`src/inc/ssreg_regs.svh`:
```
// register offsets, field positions, reset values and timing counts
`ifndef SSREG_REGS_SVH
`define SSREG_REGS_SVH
`define SSREG_UPSTREAM_SLOT_FIELD_ADDR 8'h0e
`define SSREG_RESPCYC_ADDR 8'h0f
`define SSREG_SLOTFMT_ADDR 8'h10
`define SSREG_UPSLOT_MSB 5
`define SSREG_UPSLOT_MAX 6'h20
`define SSREG_UPSTREAM_FORMAT_SELECT_BIT 7
`define SSREG_UPSTREAM_SLOT_WIDTH_MSB 6
`define SSREG_UPSTREAM_SLOT_WIDTH_LSB 4
`define SSREG_UPSTREAM_SLOT_FIELD_RST 8'h00
`define SSREG_RESPCYC_RST 8'h40
`define SSREG_SLOTFMT_RST 8'h00
`define SSREG_SUPERFRAME_BITS 11'h400
`define SSREG_RESP_SCALE 4
`endif

```
`src/inc/ssreg_pkg.sv`:
```
// types shared by the slot structure register bank
`default_nettype none
package ssreg_pkg;
  // source of a register access
  typedef enum logic [1:0] {
    SSREG_SRC_LOCAL = 2'h1,
    SSREG_SRC_BUS = 2'h2
  } ssreg_src_t;
  // upstream slot encoding chosen by format and width
  typedef enum logic [2:0] {
    SSREG_ENC_PARITY = 3'h1,
    SSREG_ENC_FLOAT = 3'h2,
    SSREG_ENC_ECC = 3'h4
  } ssreg_enc_t;
  // broadcast sequencer states
  typedef enum logic [1:0] {
    SSREG_BC_IDLE = 2'h1,
    SSREG_BC_SEND = 2'h2
  } ssreg_bc_state_t;
endpackage : ssreg_pkg
`default_nettype wire

```
`src/design/ssreg_fmt_decode.sv`:
```
// upstream slot format decoder: encoding and protection bit count
`timescale 1ns/10ps
`default_nettype none
`include "ssreg_regs.svh"
module ssreg_fmt_decode
  import ssreg_pkg::*;
(
  input wire logic [7:0] fmt,
  output ssreg_enc_t enc,
  output logic [2:0] ecc_bits
);
  // width code: 0=8,1=12,2=16,3=20,4=24,5=28,6=32
  wire [2:0] size_code = fmt[`SSREG_UPSTREAM_SLOT_WIDTH_MSB:`SSREG_UPSTREAM_SLOT_WIDTH_LSB];
  wire alt = fmt[`SSREG_UPSTREAM_FORMAT_SELECT_BIT];
  wire is_float_w = (size_code == 3'h1) || (size_code == 3'h2) ||
                    (size_code == 3'h3);
  wire is_ecc_w = (size_code == 3'h4) || (size_code == 3'h6);
  // 8- and 28-bit widths ignore the alternate bit
  assign enc = (alt && is_float_w) ? SSREG_ENC_FLOAT :
               (alt && is_ecc_w) ? SSREG_ENC_ECC : SSREG_ENC_PARITY;
  // six check bits at 24, seven at 32
  assign ecc_bits = (enc != SSREG_ENC_ECC) ? 3'h0 :
                    (size_code == 3'h4) ? 3'h6 : 3'h7;
endmodule : ssreg_fmt_decode
`default_nettype wire

```
`src/design/ssreg_bank.sv`:
```
// slot structure register bank with staged and committed copies
`timescale 1ns/10ps
`default_nettype none
`include "ssreg_regs.svh"
module ssreg_bank
  import ssreg_pkg::*;
#(
  parameter int ADDR_W = 8
)
(
  input wire logic mclk,
  input wire logic rst,
  input wire logic is_main,
  input wire logic wr_en,
  input wire logic rd_en,
  input wire ssreg_src_t wr_src,
  input wire logic [ADDR_W-1:0] addr,
  input wire logic [7:0] wdata,
  output logic [7:0] rdata,
  output logic rd_valid,
  input wire logic commit,
  input wire logic discovery,
  input wire logic bc_ready,
  output logic bc_valid,
  output logic [7:0] bc_data,
  output logic [7:0] disc_timing,
  output logic [5:0] up_slots_act,
  output logic [7:0] resp_cyc_act,
  output logic [7:0] slot_fmt_act,
  output logic [9:0] up_hdr_bit,
  output ssreg_enc_t up_enc,
  output logic [2:0] up_ecc_bits,
  output logic sf_start
);
  // elaboration check: offsets must fit the address
  if (ADDR_W < 5)
  begin : g_addr_chk
    $error("ssreg_bank: ADDR_W too small for register map");
  end

  // address match, shared by read and write decode
  function automatic logic hit(input logic [ADDR_W-1:0] a,
                               input logic [7:0] off);
    hit = (a == ADDR_W'(off));
  endfunction : hit

  // staged copies written by software
  logic [7:0] up_stage_reg;
  logic [7:0] resp_stage_reg;
  logic [7:0] fmt_stage_reg;
  // committed copies steering the bus timing
  logic [7:0] up_act_reg;
  logic [7:0] resp_act_reg;
  logic [7:0] fmt_act_reg;
  logic [7:0] disc_reg;
  logic [7:0] rdata_reg;
  logic rd_valid_reg;
  logic [7:0] bc_data_reg;
  ssreg_bc_state_t bc_state_reg;
  ssreg_bc_state_t bc_state_next;
  logic [9:0] bit_cnt_reg;

  // write decode
  wire wr_up = wr_en && hit(addr, `SSREG_UPSTREAM_SLOT_FIELD_ADDR);
  // local port cannot touch the response value
  wire wr_resp = wr_en && hit(addr, `SSREG_RESPCYC_ADDR) &&
                 (wr_src == SSREG_SRC_BUS);
  // format writable locally only in main; over the bus anywhere
  wire wr_fmt = wr_en && hit(addr, `SSREG_SLOTFMT_ADDR) &&
                (is_main || wr_src == SSREG_SRC_BUS);
  // upstream field is six bits; upper bits read zero
  wire [7:0] up_wval = {2'b00, wdata[`SSREG_UPSLOT_MSB:0]};
  // main node local format write kicks off a broadcast
  wire fmt_bcast = wr_fmt && is_main && (wr_src == SSREG_SRC_LOCAL);

  // read decode: reads show the staged values
  wire [7:0] rd_mux = hit(addr, `SSREG_UPSTREAM_SLOT_FIELD_ADDR) ? up_stage_reg :
                      hit(addr, `SSREG_RESPCYC_ADDR) ? resp_stage_reg :
                      hit(addr, `SSREG_SLOTFMT_ADDR) ? fmt_stage_reg :
                      8'h00;

  // staged register writes
  always_ff @(posedge mclk)
  begin
    if (rst)
    begin
      up_stage_reg <= `SSREG_UPSTREAM_SLOT_FIELD_RST;
      resp_stage_reg <= `SSREG_RESPCYC_RST;
      fmt_stage_reg <= `SSREG_SLOTFMT_RST;
    end
    else
    begin
      // count above 32 is the writer's fault, stored as given
      if (wr_up)
        up_stage_reg <= up_wval;
      if (wr_resp)
        resp_stage_reg <= wdata;
      if (wr_fmt)
        fmt_stage_reg <= wdata;
    end
  end

  // commit copies staged values; a write in the same cycle
  // lands in the stage and waits for the next commit
  always_ff @(posedge mclk)
  begin
    if (rst)
    begin
      up_act_reg <= `SSREG_UPSTREAM_SLOT_FIELD_RST;
      resp_act_reg <= `SSREG_RESPCYC_RST;
      fmt_act_reg <= `SSREG_SLOTFMT_RST;
    end
    else if (commit)
    begin
      up_act_reg <= up_stage_reg;
      resp_act_reg <= resp_stage_reg;
      fmt_act_reg <= fmt_stage_reg;
    end
  end

  // discovery timing follows the staged response value
  always_ff @(posedge mclk)
  begin
    if (rst)
      disc_reg <= `SSREG_RESPCYC_RST;
    else if (discovery && is_main)
      disc_reg <= resp_stage_reg;
  end

  // read data, registered one cycle after the strobe
  always_ff @(posedge mclk)
  begin
    if (rst)
    begin
      rdata_reg <= 8'h00;
      rd_valid_reg <= 1'b0;
    end
    else
    begin
      rd_valid_reg <= rd_en;
      if (rd_en)
        rdata_reg <= rd_mux;
    end
  end

  // broadcast sequencer: one word at a time, held until taken or replaced by a newer write
  always_comb
  begin
    bc_state_next = bc_state_reg;
    unique case (bc_state_reg)
      SSREG_BC_IDLE:
        if (fmt_bcast)
          bc_state_next = SSREG_BC_SEND;
      SSREG_BC_SEND:
        // a new write while waiting just refreshes the data
        if (bc_ready && !fmt_bcast)
          bc_state_next = SSREG_BC_IDLE;
      default:
        bc_state_next = SSREG_BC_IDLE;
    endcase
  end

  // broadcast state and the value being sent
  always_ff @(posedge mclk)
  begin
    if (rst)
    begin
      bc_state_reg <= SSREG_BC_IDLE;
      bc_data_reg <= 8'h00;
    end
    else
    begin
      bc_state_reg <= bc_state_next;
      if (fmt_bcast)
        bc_data_reg <= wdata;
    end
  end

  // bit time counter over one superframe, wraps at 1024
  always_ff @(posedge mclk)
  begin
    if (rst)
      bit_cnt_reg <= 10'h000;
    else
      bit_cnt_reg <= bit_cnt_reg + 10'h001;
  end

  // cycles since the last start, kept apart from the bit counter
  // so the period check does not just restate it
  logic [10:0] sf_gap_reg;
  always_ff @(posedge mclk)
  begin
    if (rst)
      sf_gap_reg <= `SSREG_SUPERFRAME_BITS;
    else if (sf_start)
      sf_gap_reg <= 11'h001;
    else if (sf_gap_reg != 11'h7ff)
      sf_gap_reg <= sf_gap_reg + 11'h001;
  end

  // header offset in bit times is four times the value
  wire [9:0] hdr_bits = {resp_act_reg, 2'b00};

  // slot encoding from the committed format, same in every node
  ssreg_fmt_decode u_fmt_decode (
    .fmt(fmt_act_reg),
    .enc(up_enc),
    .ecc_bits(up_ecc_bits)
  );

  // outputs
  assign rdata = rdata_reg;
  assign rd_valid = rd_valid_reg;
  assign bc_valid = (bc_state_reg == SSREG_BC_SEND);
  assign bc_data = bc_data_reg;
  assign disc_timing = disc_reg;
  // main: total expected; subordinate: pass-through before insert
  assign up_slots_act = up_act_reg[`SSREG_UPSLOT_MSB:0];
  assign resp_cyc_act = resp_act_reg;
  assign slot_fmt_act = fmt_act_reg;
  assign up_hdr_bit = hdr_bits;
  assign sf_start = (bit_cnt_reg == 10'h000);
endmodule : ssreg_bank
`default_nettype wire

```
`config.mk`:
```
export PLATFORM = sky130hd
export DESIGN_NAME = ssreg_bank
export DESIGN_NICKNAME = d
export VERILOG_FILES = /design/src/inc/ssreg_pkg.sv /design/src/design/ssreg_fmt_decode.sv /design/src/design/ssreg_bank.sv
export VERILOG_INCLUDE_DIRS = /design/src /design/src/inc
export SDC_FILE = /design/constraint.sdc
export NUM_CORES = 1
export LEC_CHECK = 0
export BUFFER_PORTS_ARGS = -buffer_cell sky130_fd_sc_hd__buf_2
export CAP_MARGIN = 20
export CORE_ASPECT_RATIO = 1.2
export CORE_MARGIN = 2
export CORE_UTILIZATION = 45
export CTS_BUF_LIST = sky130_fd_sc_hd__clkbuf_4 sky130_fd_sc_hd__clkbuf_8 sky130_fd_sc_hd__clkbuf_16
export CTS_CLUSTER_SIZE = 28
export DETAILED_ROUTE_END_ITERATION = 7
export PLACE_DENSITY = 0.75
export SLEW_MARGIN = 20
export SYNTH_ARGS = -nofsm -noshare
export SYNTH_HDL_FRONTEND = slang
export SYNTH_SLANG_ARGS = --single-unit
```
`constraint.sdc`:
```
create_clock -name mclk -period 2.15 [get_ports mclk]
set_input_delay 0 -clock mclk [delete_from_list [all_inputs] [get_ports mclk]]
set_output_delay 0 -clock mclk [all_outputs]
set_load 0.02 [all_outputs]
```
==> tab_implementation.tex <==
\begin{tabular}{lr}
\hline
Metric & Value \\
\hline
\multicolumn{2}{l}{\textbf{Power}} \\
Internal power summed over all cells & 2.38 mW \\
Static Leak & 1.88 nW \\
Part of the power in the clock network & 0.446 \\
Part of the power in combinational logic & 0.056 \\
Maximum vdd ir drop & 391 uV \\
Seq pwr share & 0.498 \\
Switching Power & 0.657 mW \\
Sw Share & 0.216 \\
Power per Cell Area & 741 nW/um\^{}2 \\
Total Power & 3.04 mW \\
\multicolumn{2}{l}{\textbf{Critical path}} \\
Cell family with the largest share of critical-path delay & simple AND/OR/NAND/NOR gates \\
Element type at the critical path start & flip-flop \\
Crit path buf inv count & 1 \\
Type of the worst setup path & reg -> out \\
Data arrival at the endpoint of the critical path & 1570 ps \\
Worst path slowest cell & dfxtp\_1 \\
Type of destination of the critical path & output pin \\
Crit-path max cell delay & 360 ps \\
Cell repeated most along the worst path & nor4\_1 \\
CP Data Required Time & 2150 ps \\
Cells along the critical path & nor4\_1 > nand3b\_1 > nor4\_1 > buf\_2 \\
Worst Path Max Fanout & 5 \\
\multicolumn{2}{l}{\textbf{Global route}} \\
Global Route Usage Sum & 0.196 \\
Number of antenna violations at the first check in global routing & 0 \\
Pin count of the biggest net entering global routing & 76 \\
Number of global-route vias before repair & 2531 \\
Total gr overflow & 0 \\
First-pass GRT wire length & 12.1 mm \\
\multicolumn{2}{l}{\textbf{Final layout}} \\
Post-layout net count & 448 \\
FF+latch area & 1620 sq um \\
\# diodes & 0 \\
Area Overhead vs Synth & 23.7\% \\
Share of post-route cells with drive strength above 1 & 0.266 \\
Multi-input combinational cell area & 1500 sq um \\
Number of flip-flops in the largest register & 10 \\
Number of filler instances in the final layout & 645 \\
\multicolumn{2}{l}{\textbf{Floorplanning}} \\
Initial cell density of the core & 0.462 \\
Core region area & 7190 sq um \\
Die outline width & 82.4 um \\
Die Y & 98.1 um \\
Row cnt & 34 \\
Num ports & 91 \\
Floorplan die area & 8080 sq um \\
\multicolumn{2}{l}{\textbf{Synthesis}} \\
Post-Syn Instances & 335 \\
Share of the synthesized area in the top cell type & 0.489 \\
Cell area after technology mapping & 3320 sq um \\
Number of distinct library cell variants in the gate-level netlist after synthesis & 36 \\
Seq cells post-synth & 81 \\
Ranking of synthesized cells by area & dfxtp\_1 (49\%), mux2i\_1 (17\%), nor2\_1 (6.6\%) \\
Leading area contributor after synthesis & dfxtp\_1 \\
Portion of the post-synthesis area used by sequential elements & 0.489 \\
Synthesized area per cell & 9.91 sq um \\
YS warnings & 0 \\
\multicolumn{2}{l}{\textbf{Clock network}} \\
Buffers inserted by post-CTS timing repair & 0 \\
Number of buffers created by CTS & 9 \\
Total number of clock tree sinks & 81 \\
Clock latency reported for the late side of the worst-skew pair & 350 ps \\
H-tree depth reported by CTS & 3 \\
Clock root buffer & clkbuf\_8 \\
Clock transition at the registers of the reported paths & 80 ps \\
Clock tree from TritonCTS & yes \\
Max Root-Sink Buffers & 2 \\
\multicolumn{2}{l}{\textbf{STA}} \\
Normalized max-slew margin & 0.525 \\
Number of slew-limit violations in the final report & 0 \\
Unrepaired setup endpoints after global routing & false \\
Worst clock skew on the final layout & 8.52 ps \\
Highest achievable clock rate & 638 MHz \\
Final period utilization & 0.729 \\
Shortest clock period the worst path allows after layout & 1570 ps \\
Worst-margin pin slew & 711 ps \\
Total Negative Setup Slacks & 0 ps \\
Final setup violating endpoints & 0 \\
Setup WS post-layout & 583 ps \\
Final hold vios & 0 \\
\multicolumn{2}{l}{\textbf{Worst hold path}} \\
Worst min path class & in -> reg \\
\multicolumn{2}{l}{\textbf{Routing}} \\
DR WL/cell & 14.8 um \\
Final ANT Viol Nets & 0 \\
Total length of routed wires & 7.64 mm \\
Iteration-0 DRC count of the detailed router & 114 \\
Via Count & 2651 \\
Number of detailed-route iterations in the first pass & 4 \\
Detailed-route vias per instance & 5.15 \\
DRC & 0 \\
\multicolumn{2}{l}{\textbf{Place}} \\
RD Place Congestion & 0.814 \\
Number of buffer cells added on primary ports & 88 \\
Hpwl dp & 5.41 mm \\
Place WS & 431 ps \\
\multicolumn{2}{l}{\textbf{Run status}} \\
Run status & completed \\
\multicolumn{2}{l}{\textbf{Flow run}} \\
Count of maximum capacitance violations & 0 \\
\hline
\end{tabular}
==> metal layers <==
layer | share of wire | GRT usage | routed length (um)
met4 | 0.020 | 0.0846 | 153
met3 | 0.051 | 0.0296 | 388
met1 | 0.45 | 0.260 | 3420
met2 | 0.48 | 0.313 | 3680
met5 | 0 | 0 | 0
==> cell usage in the layout (no fill, tap or decap) <==
cell type,n
xor2_1,6
nand4b_1,1
clkbuf_8,10
nor4_1,3
nand2b_1,17
clkinvlp_4,1
clkinv_4,2
and4bb_2,1
buf_2,88
nor2_1,58
xnor2_1,2
ha_1,2
nor3_1,1
o22ai_1,1
buf_4,4
a22o_1,10
nor2b_1,4
mux2i_1,56
nand3b_1,1
and3_1,3
nand3_1,10
and2_1,2
dfxtp_1,81
nand4_1,2
nor3b_1,3
nor4b_2,1
a21oi_1,7
nor3_2,1
nand2_1,9
and3b_1,2
bufinv_16,3
dlygate4sd3_1,12
o2bb2ai_1,6
conb_1,2
inv_1,7
or4b_4,2
and4_1,1
a211o_1,3
==> cell type report <==
type	count	area share
repair buffers	104	0.144
clock buffers	10	0.0335
multi-input cells	217	0.366
well taps	90	0.0274
clock inverters	6	0.0280
flip-flops and latches	81	0.395
inverters	7	0.00640
==> cell families (layout without fill, tap and decap cells) <==
family / after synthesis / count (layout) / synth area share
buf+inv: 38 / 127 / 0.0603
fa+ha+maj: 2 / 2 / 0.00754
xor+xnor: 8 / 8 / 0.0211
mux: 56 / 56 / 0.169
compound gates: 27 / 27 / 0.0626
flops: 81 / 81 / 0.489
simple gates: 122 / 122 / 0.190
other cells: 1 / 2 / 0.00113
==> through the flow <==
stage | instance area (sq um) | utilization | hold WS, ps | instances
2_1_floorplan | 3320 | - | 144 | 336
3_3_place_gp | 3730 | 0.519 | 282 | 487
3_5_place_dp | 3730 | 0.519 | 305 | 487
4_1_cts | 4110 | 0.571 | 3.41 | 515
5_1_grt | 4110 | 0.571 | 27.5 | 515
6_report | 4110 | 0.571 | 9.15 | 515
==> cells in the mapped netlist <==
cell / number
dfxtp_1: 81
a21oi_1: 7
o2bb2ai_1: 6
mux2i_1: 56
and4bb_2: 1
conb_1: 1
nor2b_1: 4
o22ai_1: 1
xor2_1: 6
inv_1: 7
nor3b_1: 3
xnor2_1: 2
nor3_1: 1
nor2_1: 58
nand3b_1: 1
or4b_4: 2
buf_4: 12
nor4b_2: 1
nand4_1: 2
and3_1: 3
nand2b_1: 17
nor3_2: 1
and2_1: 2
clkbuf_1: 12
a211o_1: 3
ha_1: 2
buf_6: 1
nand2_1: 9
buf_1: 2
a22o_1: 10
and4_1: 1
nand3_1: 10
nor4_1: 3
and3b_1: 2
nand4b_1: 1
buf_2: 4
==> tightest hold or removal path, cell delays in order <==
cell and delay (ps):
buf_2 80, nor3_1 40, o22ai_1 180
==> power groups by stage <==
stage               logic [mW]  registers (mW)  clock network [mW]
global placement         0.153            1.55                   0
CTS                      0.171            1.51                1.38
finish                   0.171            1.51                1.36
detailed placement       0.155            1.55                   0
floorplan               0.0974            1.55                   0
global route             0.187            1.52                1.43
==> path summary, 6_finish.rpt <==
| check | start | end | slack [ps] | depth (start not counted) |
|---|---|---|---|---|
| hold reg to reg | disc_timing[1] | disc_timing[1] | 450 | 2 |
| setup / recovery | bit_cnt_reg[4] | sf_start | 580 | 4 |
| hold / removal | bc_ready | bc_state_reg[0] | 9 | 3 |
| setup reg to reg | resp_stage_reg[4] | disc_timing[4] | 920 | 3 |
==> timing repair <==
item,in CTS,in global routing
gates resized for setup,0,0
endpoints found under the setup margin,0,0
hold buffers,12,0
endpoints found under the hold margin,27,0
(Power assumes the default switching activity.)
